### src/verilog/bme_map.svh
/*
 * register offsets, field positions, reset values, operation codes and
 * cycle counts of the branch and multiply execution block.
 * assumes inclusion by bare name; holds definitions only.
 */
`ifndef BME_MAP_SVH
`define BME_MAP_SVH
// ----------------------------------------------------------------------
// register byte offsets
// ----------------------------------------------------------------------
`define BME_A_CTRL 8'h00
`define BME_A_OPND 8'h04
`define BME_A_PC   8'h08
`define BME_A_ZPTR 8'h0C
`define BME_A_OFS  8'h10
`define BME_A_FLAG 8'h14
`define BME_A_RES  8'h18
`define BME_A_STAT 8'h1C
`define BME_A_STK  8'h20
// ----------------------------------------------------------------------
// field positions
// ----------------------------------------------------------------------
`define BME_CTRL_GO  8
`define BME_OPND_RD  0
`define BME_OPND_RR  8
`define BME_OPND_BIT 16
`define BME_OPND_TWO 19
`define BME_F_C 0
`define BME_F_Z 1
`define BME_F_N 2
`define BME_F_V 3
`define BME_F_S 4
`define BME_F_H 5
`define BME_F_T 6
`define BME_F_I 7
// ----------------------------------------------------------------------
// reset values
// ----------------------------------------------------------------------
`define BME_PC_RST   16'h0000
`define BME_FLAG_RST 8'h00
`define BME_OP_RST   6'h00
// ----------------------------------------------------------------------
// operation codes
// ----------------------------------------------------------------------
`define BME_OP_MULT_U    6'h00
`define BME_OP_MULT_S    6'h01
`define BME_OP_MULT_SU   6'h02
`define BME_OP_FMULT_U   6'h03
`define BME_OP_FMULT_S   6'h04
`define BME_OP_FMULT_SU  6'h05
`define BME_OP_REL_JUMP  6'h08
`define BME_OP_REL_CALL  6'h09
`define BME_OP_PTR_JUMP  6'h0A
`define BME_OP_PTR_CALL  6'h0B
`define BME_OP_RET_SUB   6'h0C
`define BME_OP_RET_INT   6'h0D
`define BME_OP_CMP_SKIP  6'h10
`define BME_OP_CMP_REG   6'h11
`define BME_OP_CMP_CARRY 6'h12
`define BME_OP_CMP_IMM   6'h13
`define BME_OP_SKIP_RBC  6'h14
`define BME_OP_SKIP_RBS  6'h15
`define BME_OP_SKIP_IBC  6'h16
`define BME_OP_SKIP_IBS  6'h17
`define BME_OP_BR_FSET   6'h18
`define BME_OP_BR_FCLR   6'h19
`define BME_OP_BR_EQ     6'h20
`define BME_OP_BR_NE     6'h21
`define BME_OP_BR_CS     6'h22
`define BME_OP_BR_CC     6'h23
`define BME_OP_BR_SH     6'h24
`define BME_OP_BR_LO     6'h25
`define BME_OP_BR_MI     6'h26
`define BME_OP_BR_PL     6'h27
`define BME_OP_BR_GE     6'h28
`define BME_OP_BR_LT     6'h29
`define BME_OP_BR_HS     6'h2A
`define BME_OP_BR_HC     6'h2B
`define BME_OP_BR_TS     6'h2C
`define BME_OP_BR_TC     6'h2D
// ----------------------------------------------------------------------
// cycle counts
// ----------------------------------------------------------------------
`define BME_CYC_MULT  3'h2
`define BME_CYC_RELATIVE_JUMP  3'h2
`define BME_CYC_RELATIVE_CALL 3'h3
`define BME_CYC_POINTER_JUMP  3'h2
`define BME_CYC_POINTER_CALL 3'h3
`define BME_CYC_RET   3'h4
`define BME_CYC_ONE   3'h1
`define BME_CYC_BR_T  3'h2
`define BME_CYC_SK1   3'h2
`define BME_CYC_SK2   3'h3
`endif

### src/verilog/bme_pkg.sv
/*
 * types of the branch and multiply execution block.
 * assumes bme_map.svh is on the include path.
 */
`include "bme_map.svh"
package bme_pkg;
  // --------------------------------------------------------------------
  // engine state and register image
  // --------------------------------------------------------------------
  typedef enum logic [0:0] {ST_IDLE, ST_EXEC} bme_state_t;
  typedef struct packed {
    bme_state_t       st;
    logic             ack;
    logic [31:0]      dat;
    logic [5:0]       op;
    logic [19:0]      opnd;
    logic [15:0]      pc;
    logic [15:0]      z;
    logic [15:0]      ofs;
    logic [15:0]      res;
    logic [7:0]       flag;
    logic [7:0][15:0] stk;
    logic [2:0]       sp;
    logic [2:0]       cnt;
    logic [2:0]       last;
    logic             taken;
    logic             bad;
  } bme_core_t;
endpackage

### src/verilog/bme_mul.sv
/*
 * 8 by 8 multiplier with signed, mixed and fractional forms.
 * assumes a purely combinational use inside the core.
 */
module bme_mul (
  input  wire logic [7:0]  rd_i,
  input  wire logic [7:0]  rr_i,
  input  wire logic        sgn_d_i,
  input  wire logic        sgn_r_i,
  input  wire logic        frac_i,
  output logic      [15:0] prod_o,
  output logic             zero_o,
  output logic             carry_o
);
  logic signed [8:0]  a;
  logic signed [8:0]  b;
  logic signed [17:0] p;
  logic        [15:0] raw;
  always_comb begin
    a = {sgn_d_i & rd_i[7], rd_i};
    b = {sgn_r_i & rr_i[7], rr_i};
    p = a * b;
    raw = p[15:0];
    // carry is taken before the fractional shift drops it
    prod_o = frac_i ? {raw[14:0], 1'b0} : raw;
    carry_o = raw[15];
    zero_o = (prod_o == 16'h0000);
  end
endmodule

### src/verilog/bme_cmp.sv
/*
 * 8 bit compare: subtraction whose result is only used for flags.
 * assumes a purely combinational use inside the core.
 */
module bme_cmp (
  input  wire logic [7:0] a_i,
  input  wire logic [7:0] b_i,
  input  wire logic       cin_i,
  output logic            c_o,
  output logic            z_o,
  output logic            n_o,
  output logic            v_o,
  output logic            h_o
);
  logic [8:0] d;
  logic [7:0] r;
  always_comb begin
    d = {1'b0, a_i} - {1'b0, b_i} - {8'h00, cin_i};
    r = d[7:0];
    c_o = d[8];
    z_o = (r == 8'h00);
    n_o = r[7];
    v_o = (a_i[7] & ~b_i[7] & ~r[7]) | (~a_i[7] & b_i[7] & r[7]);
    h_o = (~a_i[3] & b_i[3]) | (b_i[3] & r[3]) | (r[3] & ~a_i[3]);
  end
endmodule

### src/verilog/bme_core.sv
/*
 * branch and multiply execution core behind a classic wishbone slave.
 * software loads operands, program counter, pointer, offset and status,
 * then starts one operation; the core stays busy for its cycle count.
 * assumes one 50 MHz clock and a synchronous active high reset.
 */
// The address map and the Wishbone register port were chosen for this implementation.
`include "bme_map.svh"
// Operation
// - integer multiplies write 16-bit product to pair, flags Z C, two cycles
// - fractional multiplies shift product left one, flags Z C, two cycles
// - relative jump goes to pc plus offset plus one; call same, three cycles
// - pointer jump loads pc from Z pointer, no flags, two cycles
// - pointer call loads pc from Z pointer, no flags, three cycles
// - compare skip equal advances two or three when equal, one to three cycles
// - compares subtract without storing, set Z N V C H in one cycle
// - register bit skips advance two or three on matching bit
// - io bit skips advance two or three on matching io bit
// - status bit branches go to pc plus offset plus one, one or two cycles
// - equal and not equal branches follow the zero flag
// - carry set and lower on carry one, clear and same-or-higher on zero
// - minus and plus branches follow the negative flag
// - signed ge and lt branches follow negative xor overflow
// - half carry branches follow half carry, one or two cycles
// - transfer bit branches follow the transfer flag
module bme_core
  import bme_pkg::*;
(
  input  wire logic        CLK_I,
  input  wire logic        SRST_I,
  input  wire logic        CYC_I,
  input  wire logic        STB_I,
  input  wire logic        WE_I,
  input  wire logic [7:0]  ADR_I,
  input  wire logic [3:0]  SEL_I,
  input  wire logic [31:0] DAT_I,
  output logic      [31:0] DAT_O,
  output logic             ACK_O,
  output logic             BUSY_O
);
  // --------------------------------------------------------------------
  // helpers
  // --------------------------------------------------------------------
  function automatic logic [31:0] merge(input logic [31:0] old_v,
                                        input logic [31:0] new_v,
                                        input logic [3:0]  sel);
    logic [31:0] m;
    m = {{8{sel[3]}}, {8{sel[2]}}, {8{sel[1]}}, {8{sel[0]}}};
    return (old_v & ~m) | (new_v & m);
  endfunction

  // branch table: {known, wanted level, use n xor v, flag index}
  function automatic logic [5:0] br_sel(input logic [5:0] op,
                                        input logic [2:0] s);
    logic [5:0] t;
    t = 6'h00;
    unique case (op)
      `BME_OP_BR_FSET: t = {3'h6, s};
      `BME_OP_BR_FCLR: t = {3'h4, s};
      `BME_OP_BR_EQ:   t = {3'h6, 3'(`BME_F_Z)};
      `BME_OP_BR_NE:   t = {3'h4, 3'(`BME_F_Z)};
      `BME_OP_BR_CS:   t = {3'h6, 3'(`BME_F_C)};
      `BME_OP_BR_LO:   t = {3'h6, 3'(`BME_F_C)};
      `BME_OP_BR_CC:   t = {3'h4, 3'(`BME_F_C)};
      `BME_OP_BR_SH:   t = {3'h4, 3'(`BME_F_C)};
      `BME_OP_BR_MI:   t = {3'h6, 3'(`BME_F_N)};
      `BME_OP_BR_PL:   t = {3'h4, 3'(`BME_F_N)};
      `BME_OP_BR_GE:   t = {3'h5, 3'h0};
      `BME_OP_BR_LT:   t = {3'h7, 3'h0};
      `BME_OP_BR_HS:   t = {3'h6, 3'(`BME_F_H)};
      `BME_OP_BR_HC:   t = {3'h4, 3'(`BME_F_H)};
      `BME_OP_BR_TS:   t = {3'h6, 3'(`BME_F_T)};
      `BME_OP_BR_TC:   t = {3'h4, 3'(`BME_F_T)};
      default:         t = 6'h00;
    endcase
    return t;
  endfunction

  // --------------------------------------------------------------------
  // state and arithmetic units
  // --------------------------------------------------------------------
  bme_core_t   q_r;
  bme_core_t   q_nxt;
  logic [7:0]  rd_v;
  logic [7:0]  rr_v;
  logic        two_w;
  logic [2:0]  bsel;
  logic        m_sd;
  logic        m_sr;
  logic        m_fr;
  logic [15:0] m_prod;
  logic        m_z;
  logic        m_c;
  logic        c_c;
  logic        c_z;
  logic        c_n;
  logic        c_v;
  logic        c_h;
  logic        cin;

  assign rd_v  = q_r.opnd[`BME_OPND_RD +: 8];
  assign rr_v  = q_r.opnd[`BME_OPND_RR +: 8];
  assign bsel  = q_r.opnd[`BME_OPND_BIT +: 3];
  assign two_w = q_r.opnd[`BME_OPND_TWO];
  assign m_sd  = (q_r.op != `BME_OP_MULT_U) && (q_r.op != `BME_OP_FMULT_U);
  assign m_sr  = (q_r.op == `BME_OP_MULT_S) || (q_r.op == `BME_OP_FMULT_S);
  assign m_fr  = (q_r.op >= `BME_OP_FMULT_U) && (q_r.op <= `BME_OP_FMULT_SU);
  assign cin   = (q_r.op == `BME_OP_CMP_CARRY) & q_r.flag[`BME_F_C];

  bme_mul u_mul (
    .rd_i    (rd_v),
    .rr_i    (rr_v),
    .sgn_d_i (m_sd),
    .sgn_r_i (m_sr),
    .frac_i  (m_fr),
    .prod_o  (m_prod),
    .zero_o  (m_z),
    .carry_o (m_c)
  );

  bme_cmp u_cmp (
    .a_i   (rd_v),
    .b_i   (rr_v),
    .cin_i (cin),
    .c_o   (c_c),
    .z_o   (c_z),
    .n_o   (c_n),
    .v_o   (c_v),
    .h_o   (c_h)
  );

  // --------------------------------------------------------------------
  // decode of the loaded operation
  // --------------------------------------------------------------------
  logic [15:0] npc;
  logic [15:0] seq_pc;
  logic [15:0] tgt_pc;
  logic [15:0] skp_pc;
  logic [2:0]  skp_cyc;
  logic [7:0]  nsreg;
  logic [2:0]  ncyc;
  logic [5:0]  bt;
  logic        bflag;
  logic        hit;
  logic        wres;
  logic        push;
  logic        pop;
  logic        nbad;

  always_comb begin
    seq_pc  = q_r.pc + 16'h0001;
    tgt_pc  = q_r.pc + q_r.ofs + 16'h0001;
    skp_pc  = q_r.pc + (two_w ? 16'h0003 : 16'h0002);
    skp_cyc = two_w ? `BME_CYC_SK2 : `BME_CYC_SK1;
    bt      = br_sel(q_r.op, bsel);
    bflag   = bt[3] ? (q_r.flag[`BME_F_N] ^ q_r.flag[`BME_F_V])
                    : q_r.flag[bt[2:0]];
    npc   = seq_pc;
    nsreg = q_r.flag;
    ncyc  = `BME_CYC_ONE;
    hit   = 1'b0;
    wres  = 1'b0;
    push  = 1'b0;
    pop   = 1'b0;
    nbad  = 1'b0;
    unique case (q_r.op)
      `BME_OP_MULT_U, `BME_OP_MULT_S, `BME_OP_MULT_SU,
      `BME_OP_FMULT_U, `BME_OP_FMULT_S, `BME_OP_FMULT_SU: begin
        wres = 1'b1;
        nsreg[`BME_F_Z] = m_z;
        nsreg[`BME_F_C] = m_c;
        ncyc = `BME_CYC_MULT;
      end
      `BME_OP_REL_JUMP: begin
        npc  = tgt_pc;
        ncyc = `BME_CYC_RELATIVE_JUMP;
      end
      `BME_OP_REL_CALL: begin
        npc  = tgt_pc;
        push = 1'b1;
        ncyc = `BME_CYC_RELATIVE_CALL;
      end
      `BME_OP_PTR_JUMP: begin
        npc  = q_r.z;
        ncyc = `BME_CYC_POINTER_JUMP;
      end
      `BME_OP_PTR_CALL: begin
        npc  = q_r.z;
        push = 1'b1;
        ncyc = `BME_CYC_POINTER_CALL;
      end
      `BME_OP_RET_SUB, `BME_OP_RET_INT: begin
        npc  = q_r.stk[q_r.sp - 3'h1];
        pop  = 1'b1;
        ncyc = `BME_CYC_RET;
        if (q_r.op == `BME_OP_RET_INT) begin
          nsreg[`BME_F_I] = 1'b1;
        end
      end
      `BME_OP_CMP_SKIP: begin
        hit = (rd_v == rr_v);
      end
      `BME_OP_CMP_REG, `BME_OP_CMP_CARRY, `BME_OP_CMP_IMM: begin
        nsreg[`BME_F_C] = c_c;
        nsreg[`BME_F_N] = c_n;
        nsreg[`BME_F_V] = c_v;
        nsreg[`BME_F_S] = c_n ^ c_v;
        nsreg[`BME_F_H] = c_h;
        // carry form only keeps zero when the whole chain is zero
        nsreg[`BME_F_Z] = (q_r.op == `BME_OP_CMP_CARRY) ?
                          (c_z & q_r.flag[`BME_F_Z]) : c_z;
      end
      `BME_OP_SKIP_RBC: hit = ~rd_v[bsel];
      `BME_OP_SKIP_RBS: hit = rd_v[bsel];
      `BME_OP_SKIP_IBC: hit = ~rr_v[bsel];
      `BME_OP_SKIP_IBS: hit = rr_v[bsel];
      default: begin
        if (bt[5]) begin
          hit = (bflag == bt[4]);
          if (hit) begin
            npc  = tgt_pc;
            ncyc = `BME_CYC_BR_T;
          end
        end else begin
          // unknown code: pc and flags held, bad status bit set, taken cleared, last length one
          nbad = 1'b1;
          npc  = q_r.pc;
        end
      end
    endcase
    if (hit && (q_r.op >= `BME_OP_CMP_SKIP) &&
        (q_r.op <= `BME_OP_SKIP_IBS)) begin
      npc  = skp_pc;
      ncyc = skp_cyc;
    end
  end

  // --------------------------------------------------------------------
  // bus slave and engine
  // --------------------------------------------------------------------
  logic        req;
  logic        wr;
  logic        idle;
  logic [31:0] rdat;

  always_comb begin
    q_nxt = q_r;
    req   = CYC_I & STB_I;
    wr    = req & WE_I & q_r.ack;
    idle  = (q_r.st == ST_IDLE);
    q_nxt.ack = req & ~q_r.ack;
    unique case (ADR_I)
      `BME_A_CTRL: rdat = {26'h0, q_r.op};
      `BME_A_OPND: rdat = {12'h0, q_r.opnd};
      `BME_A_PC:   rdat = {16'h0, q_r.pc};
      `BME_A_ZPTR: rdat = {16'h0, q_r.z};
      `BME_A_OFS:  rdat = {16'h0, q_r.ofs};
      `BME_A_FLAG: rdat = {24'h0, q_r.flag};
      `BME_A_RES:  rdat = {16'h0, q_r.res};
      `BME_A_STAT: rdat = {21'h0, q_r.sp, 1'b0, q_r.last,
                           1'b0, q_r.bad, q_r.taken, ~idle};
      `BME_A_STK:  rdat = {16'h0, q_r.stk[q_r.sp - 3'h1]};
      default:     rdat = 32'h0000_0000;
    endcase
    if (q_nxt.ack) begin
      q_nxt.dat = rdat;
    end
    // loaded values are frozen while an operation runs
    if (wr && idle) begin
      unique case (ADR_I)
        `BME_A_CTRL: begin
          q_nxt.op = 6'(merge({26'h0, q_r.op}, DAT_I, SEL_I));
          if (SEL_I[1] && DAT_I[`BME_CTRL_GO]) begin
            q_nxt.st  = ST_EXEC;
            q_nxt.cnt = 3'h1;
          end
        end
        `BME_A_OPND: q_nxt.opnd = 20'(merge({12'h0, q_r.opnd}, DAT_I, SEL_I));
        `BME_A_PC:   q_nxt.pc   = 16'(merge({16'h0, q_r.pc}, DAT_I, SEL_I));
        `BME_A_ZPTR: q_nxt.z    = 16'(merge({16'h0, q_r.z}, DAT_I, SEL_I));
        `BME_A_OFS:  q_nxt.ofs  = 16'(merge({16'h0, q_r.ofs}, DAT_I, SEL_I));
        `BME_A_FLAG: q_nxt.flag = 8'(merge({24'h0, q_r.flag}, DAT_I, SEL_I));
        default: ;
      endcase
    end
    unique case (q_r.st)
      ST_IDLE: ;
      ST_EXEC: begin
        q_nxt.cnt = q_r.cnt + 3'h1;
        if (q_r.cnt == ncyc) begin
          // everything lands on the last cycle of the operation
          q_nxt.st    = ST_IDLE;
          q_nxt.pc    = npc;
          q_nxt.flag  = nsreg;
          q_nxt.last  = ncyc;
          q_nxt.taken = hit;
          q_nxt.bad   = nbad;
          if (wres) begin
            q_nxt.res = m_prod;
          end
          if (push) begin
            q_nxt.stk[q_r.sp] = seq_pc;
            q_nxt.sp = q_r.sp + 3'h1;
          end
          if (pop) begin
            q_nxt.sp = q_r.sp - 3'h1;
          end
        end
      end
    endcase
  end

  always_ff @(posedge CLK_I) begin
    if (SRST_I) begin
      q_r      <= '0;
      q_r.st   <= ST_IDLE;
      q_r.op   <= `BME_OP_RST;
      q_r.pc   <= `BME_PC_RST;
      q_r.flag <= `BME_FLAG_RST;
    end else begin
      q_r <= q_nxt;
    end
  end

  assign DAT_O  = q_r.dat;
  assign ACK_O  = q_r.ack;
  assign BUSY_O = (q_r.st == ST_EXEC);
endmodule

### config.mk
export PLATFORM = sky130hd
export DESIGN_NAME = bme_core
export DESIGN_NICKNAME = d
export VERILOG_FILES = /design/src/verilog/bme_pkg.sv /design/src/verilog/bme_mul.sv /design/src/verilog/bme_cmp.sv /design/src/verilog/bme_core.sv
export VERILOG_INCLUDE_DIRS = /design/src /design/src/verilog
export SDC_FILE = /design/constraint.sdc
export NUM_CORES = 1
export LEC_CHECK = 0
export ABC_CLOCK_PERIOD_IN_PS = 7600
export BUFFER_PORTS_ARGS = -buffer_cell sky130_fd_sc_hd__buf_2
export CORE_UTILIZATION = 35
export DETAILED_ROUTE_END_ITERATION = 7
export PLACE_DENSITY = 0.55
export SYNTH_ARGS = -nofsm -noshare
export SYNTH_HDL_FRONTEND = slang
export SYNTH_SLANG_ARGS = --single-unit
### constraint.sdc
create_clock -name CLK_I -period 7.6 [get_ports CLK_I]
set_clock_uncertainty 0.2 [all_clocks]
set_input_delay 0.76 -clock CLK_I [delete_from_list [all_inputs] [get_ports CLK_I]]
set_output_delay 0.76 -clock CLK_I [all_outputs]
set_load 0.05 [all_outputs]
==> metrics <==
status finished with violations; failing checks DRC; vias in the first global route 14600; Worst R2R Setup Slack 880 ps; WP data arrival 6960 ps; area grow syn2layout 10.0%; Remaining DRCs 1; Worst-Skew Late Latency 580 ps; # fillers 5153; Die Y 227 um; Critical R2R Capture q_r[140]$_SDFFE_PP0P_; post-route setup slack 882 ps; Worst EP required 7840 ps; die area 51500 um^2; total clock sinks 259; Most used DFF post-synth dfxtp_1; HP Class in2reg; fin crit share 88.4%; FFs w/ async S/R, synth 0%; hold depth 3; # resized after CTS 0; fraction of layout cells with a size suffix above 1 10.8%; RSZ-0062 raised after global routing no; Setup TNS 0 ps; cell accounting for the most synthesized area dfxtp_1; Tmin final 6720 ps; Flop pwr share 47.8%; crit path to q_r[140]$_SDFFE_PP0P_; most frequent cells after synthesis nor2_1 (264), dfxtp_1 (259), nand2_1 (204); crit-path leading delay family adder cells; Cell Area, Synth 17700 um^2; Hold Vio Cnt, Final 0; CTS buffer count 29; PortBufs 57; top-area cell type share of the netlist area 29.3%; max cap viols 0; largest net degree at the start of global routing 115; sequential-to-total area share from yosys stat 29.3%; I/O pin count 83; n_diodes 0; P_sw 650 uW; first-pass GRT wire length 89900 um; top-count cell post-synth nor2_1; final std cells w/o fill 2730; via count 15200; WL/cell 21.6 um; Via density 5.56; crit-path most repeated cell fa_1; First DRT Iteration DRCs 1633; initial core utilization 35.4%; Clock power frac 49.6%; row count 82; Worst path depth 25; relative slew slack 21.2%; Final Routed Wirelength 59000 um; Max Fanout on Critical Path 15; Core Area 50100 um^2; initial antenna violation count 0; # H-tree levels 1; Avg Cell Area, Syn 8.60 um^2; dpl cells 2681; Max Slew Vio Count 0; drt first pass iters 8; post-CTS setup buffers 0; kind of critical path reg2reg; GRT overflow 0; Synth warnings 0; Worst Reg2Reg Path Length in Cells 25; CTS Root Cell clkbuf_16; Finish-stage setup viols 0; CP Capture Type flop; Tot GR Track Use 22.8%; pre-CTS setup slack 854 ps; nets@finish 2232; Combinational Power Share 2.6%; Max Buffers Root-to-Sink 3; DP HPWL 42200 um; highest clock rate 0.149 GHz; number of synthesized flops with an enable pin 0; worst-margin pin slew 1180 ps; Post-CTS Hold Buffers 0; Max VDD drop 0.167 mV; Net Sw Frac 22.9%; cells after synthesis 2059; TritonCTS clock tree built; largest cells by area after synthesis dfxtp_1 (29%), mux2i_1 (9.6%), fa_1 (7.5%); clk slew on worst S/H paths 70 ps; Worst Hold Slack 219 ps; Yosys reg bits 259; Leak Pwr 0.00733 uW; CP bufs+invs 5; RD Place Congestion 0.955; Power Density 146 nW/um^2; max incr delay on CP 530 ps; Cell Int Power 2190 uW; slowest cell on the critical path a31oi_1; Die Wd 227 um; nature of the critical path startpoint flop; Unique masters post-synth 82; antenna-violating nets left 0
cell usage in the layout (no fill, tap or decap), drive strengths merged, types with 33 or more instances in the layout:
cell type	instances
and2	37
o21ai	61
xnor2	53
fa	66
nand2	204
clkbuf	44
nand3	76
inv	115
mux4	37
dfxtp	259
nor3	33
ha	77
nor2	265
a22oi	36
buf	106
a21oi	136
mux2i	170
final cells by class:
cell class | instances | area (um^2) | area share [%]
Inverter | 116 | 435 | 2.24
Clock inverter | 6 | 88.8 | 0.456
Tap cell | 672 | 841 | 4.32
Sequential cell | 259 | 5190 | 26.6
Clock buffer | 43 | 838 | 4.30
Multi-Input combinational cell | 1527 | 11400 | 58.6
Timing Repair Buffer | 107 | 669 | 3.44
worst register-to-register path, cell delays in order, from the launching register on:
cell	delay, ps
dfxtp_1	310
buf_4	190
nor2_1	70
buf_4	160
a31oi_1	530
nand2_1	300
fa_1	530
fa_1	510
inv_1	50
fa_1	520
fa_1	510
inv_1	60
fa_1	500
inv_1	40
ha_1	310
a21oi_1	220
nor2b_1	90
o31ai_1	250
a21oi_1	150
a31oi_1	230
xnor2_1	220
nand2_1	120
nand4_1	150
o221ai_1	120
o311ai_0	140
a31oi_1	110
how the worst min path moves through the flow:
stage / start / end / slack [ps]
3_5_place_dp: DAT_O[5]$_SDFFE_PP0P_ / DAT_O[5]$_SDFFE_PP0P_ / 240
3_3_place_gp: DAT_O[4]$_SDFFE_PP0P_ / DAT_O[4]$_SDFFE_PP0P_ / 240
6_report: DAT_I[18] / flop / 220
4_1_cts: DAT_I[18] / flop / 200
2_1_floorplan: DAT_O[18]$_SDFFE_PP0P_ / DAT_O[18]$_SDFFE_PP0P_ / 230
5_1_grt: DAT_I[18] / flop / 220
metrics by stage:
stage                     utilization [%]  area (um^2)  total power, uW
after detailed placement             37.1        18600             1460
after CTS                            38.9        19500             2870
after floorplan                         -        17800             1430
after global routing                 38.9        19500             2930
final                                38.9        19500             2840
after global placement               37.1        18600             1460
logic make-up (layout without fill, tap and decap cells):
logic type                 after synthesis  in the layout  share of synthesized area [%]
AOI/OAI and AO/OA                      394            394                           14.7
buffers and inverters                  284            272                           7.08
adders and majority gates              143            143                           12.9
other                                    1             12                         0.0212
DFF                                    259            259                           29.3
xor gates and xnor gates                70             70                           3.61
muxes                                  209            209                           14.5
and+or+nand+nor                        699            699                           17.9
power groups by stage:
stage | sequential, uW | combinational, uW | clock [uW]
final | 1360 | 73.2 | 1410
after global routing | 1360 | 76.5 | 1500
after CTS | 1360 | 71.9 | 1440
after detailed placement | 1390 | 71.8 | 0
after global placement | 1390 | 71.5 | 0
after floorplan | 1390 | 42.9 | 0
per-layer routing:
layer,vias to the layer above,GRT usage (%),wire (um)
met5,-,0,0
met2,585,36.4,26500
met4,0,7.04,1870
li1,7089,-,-
met3,99,3.50,4060
met1,7399,31.6,26600
No activity file was read; power rests on OpenSTA's default activity.
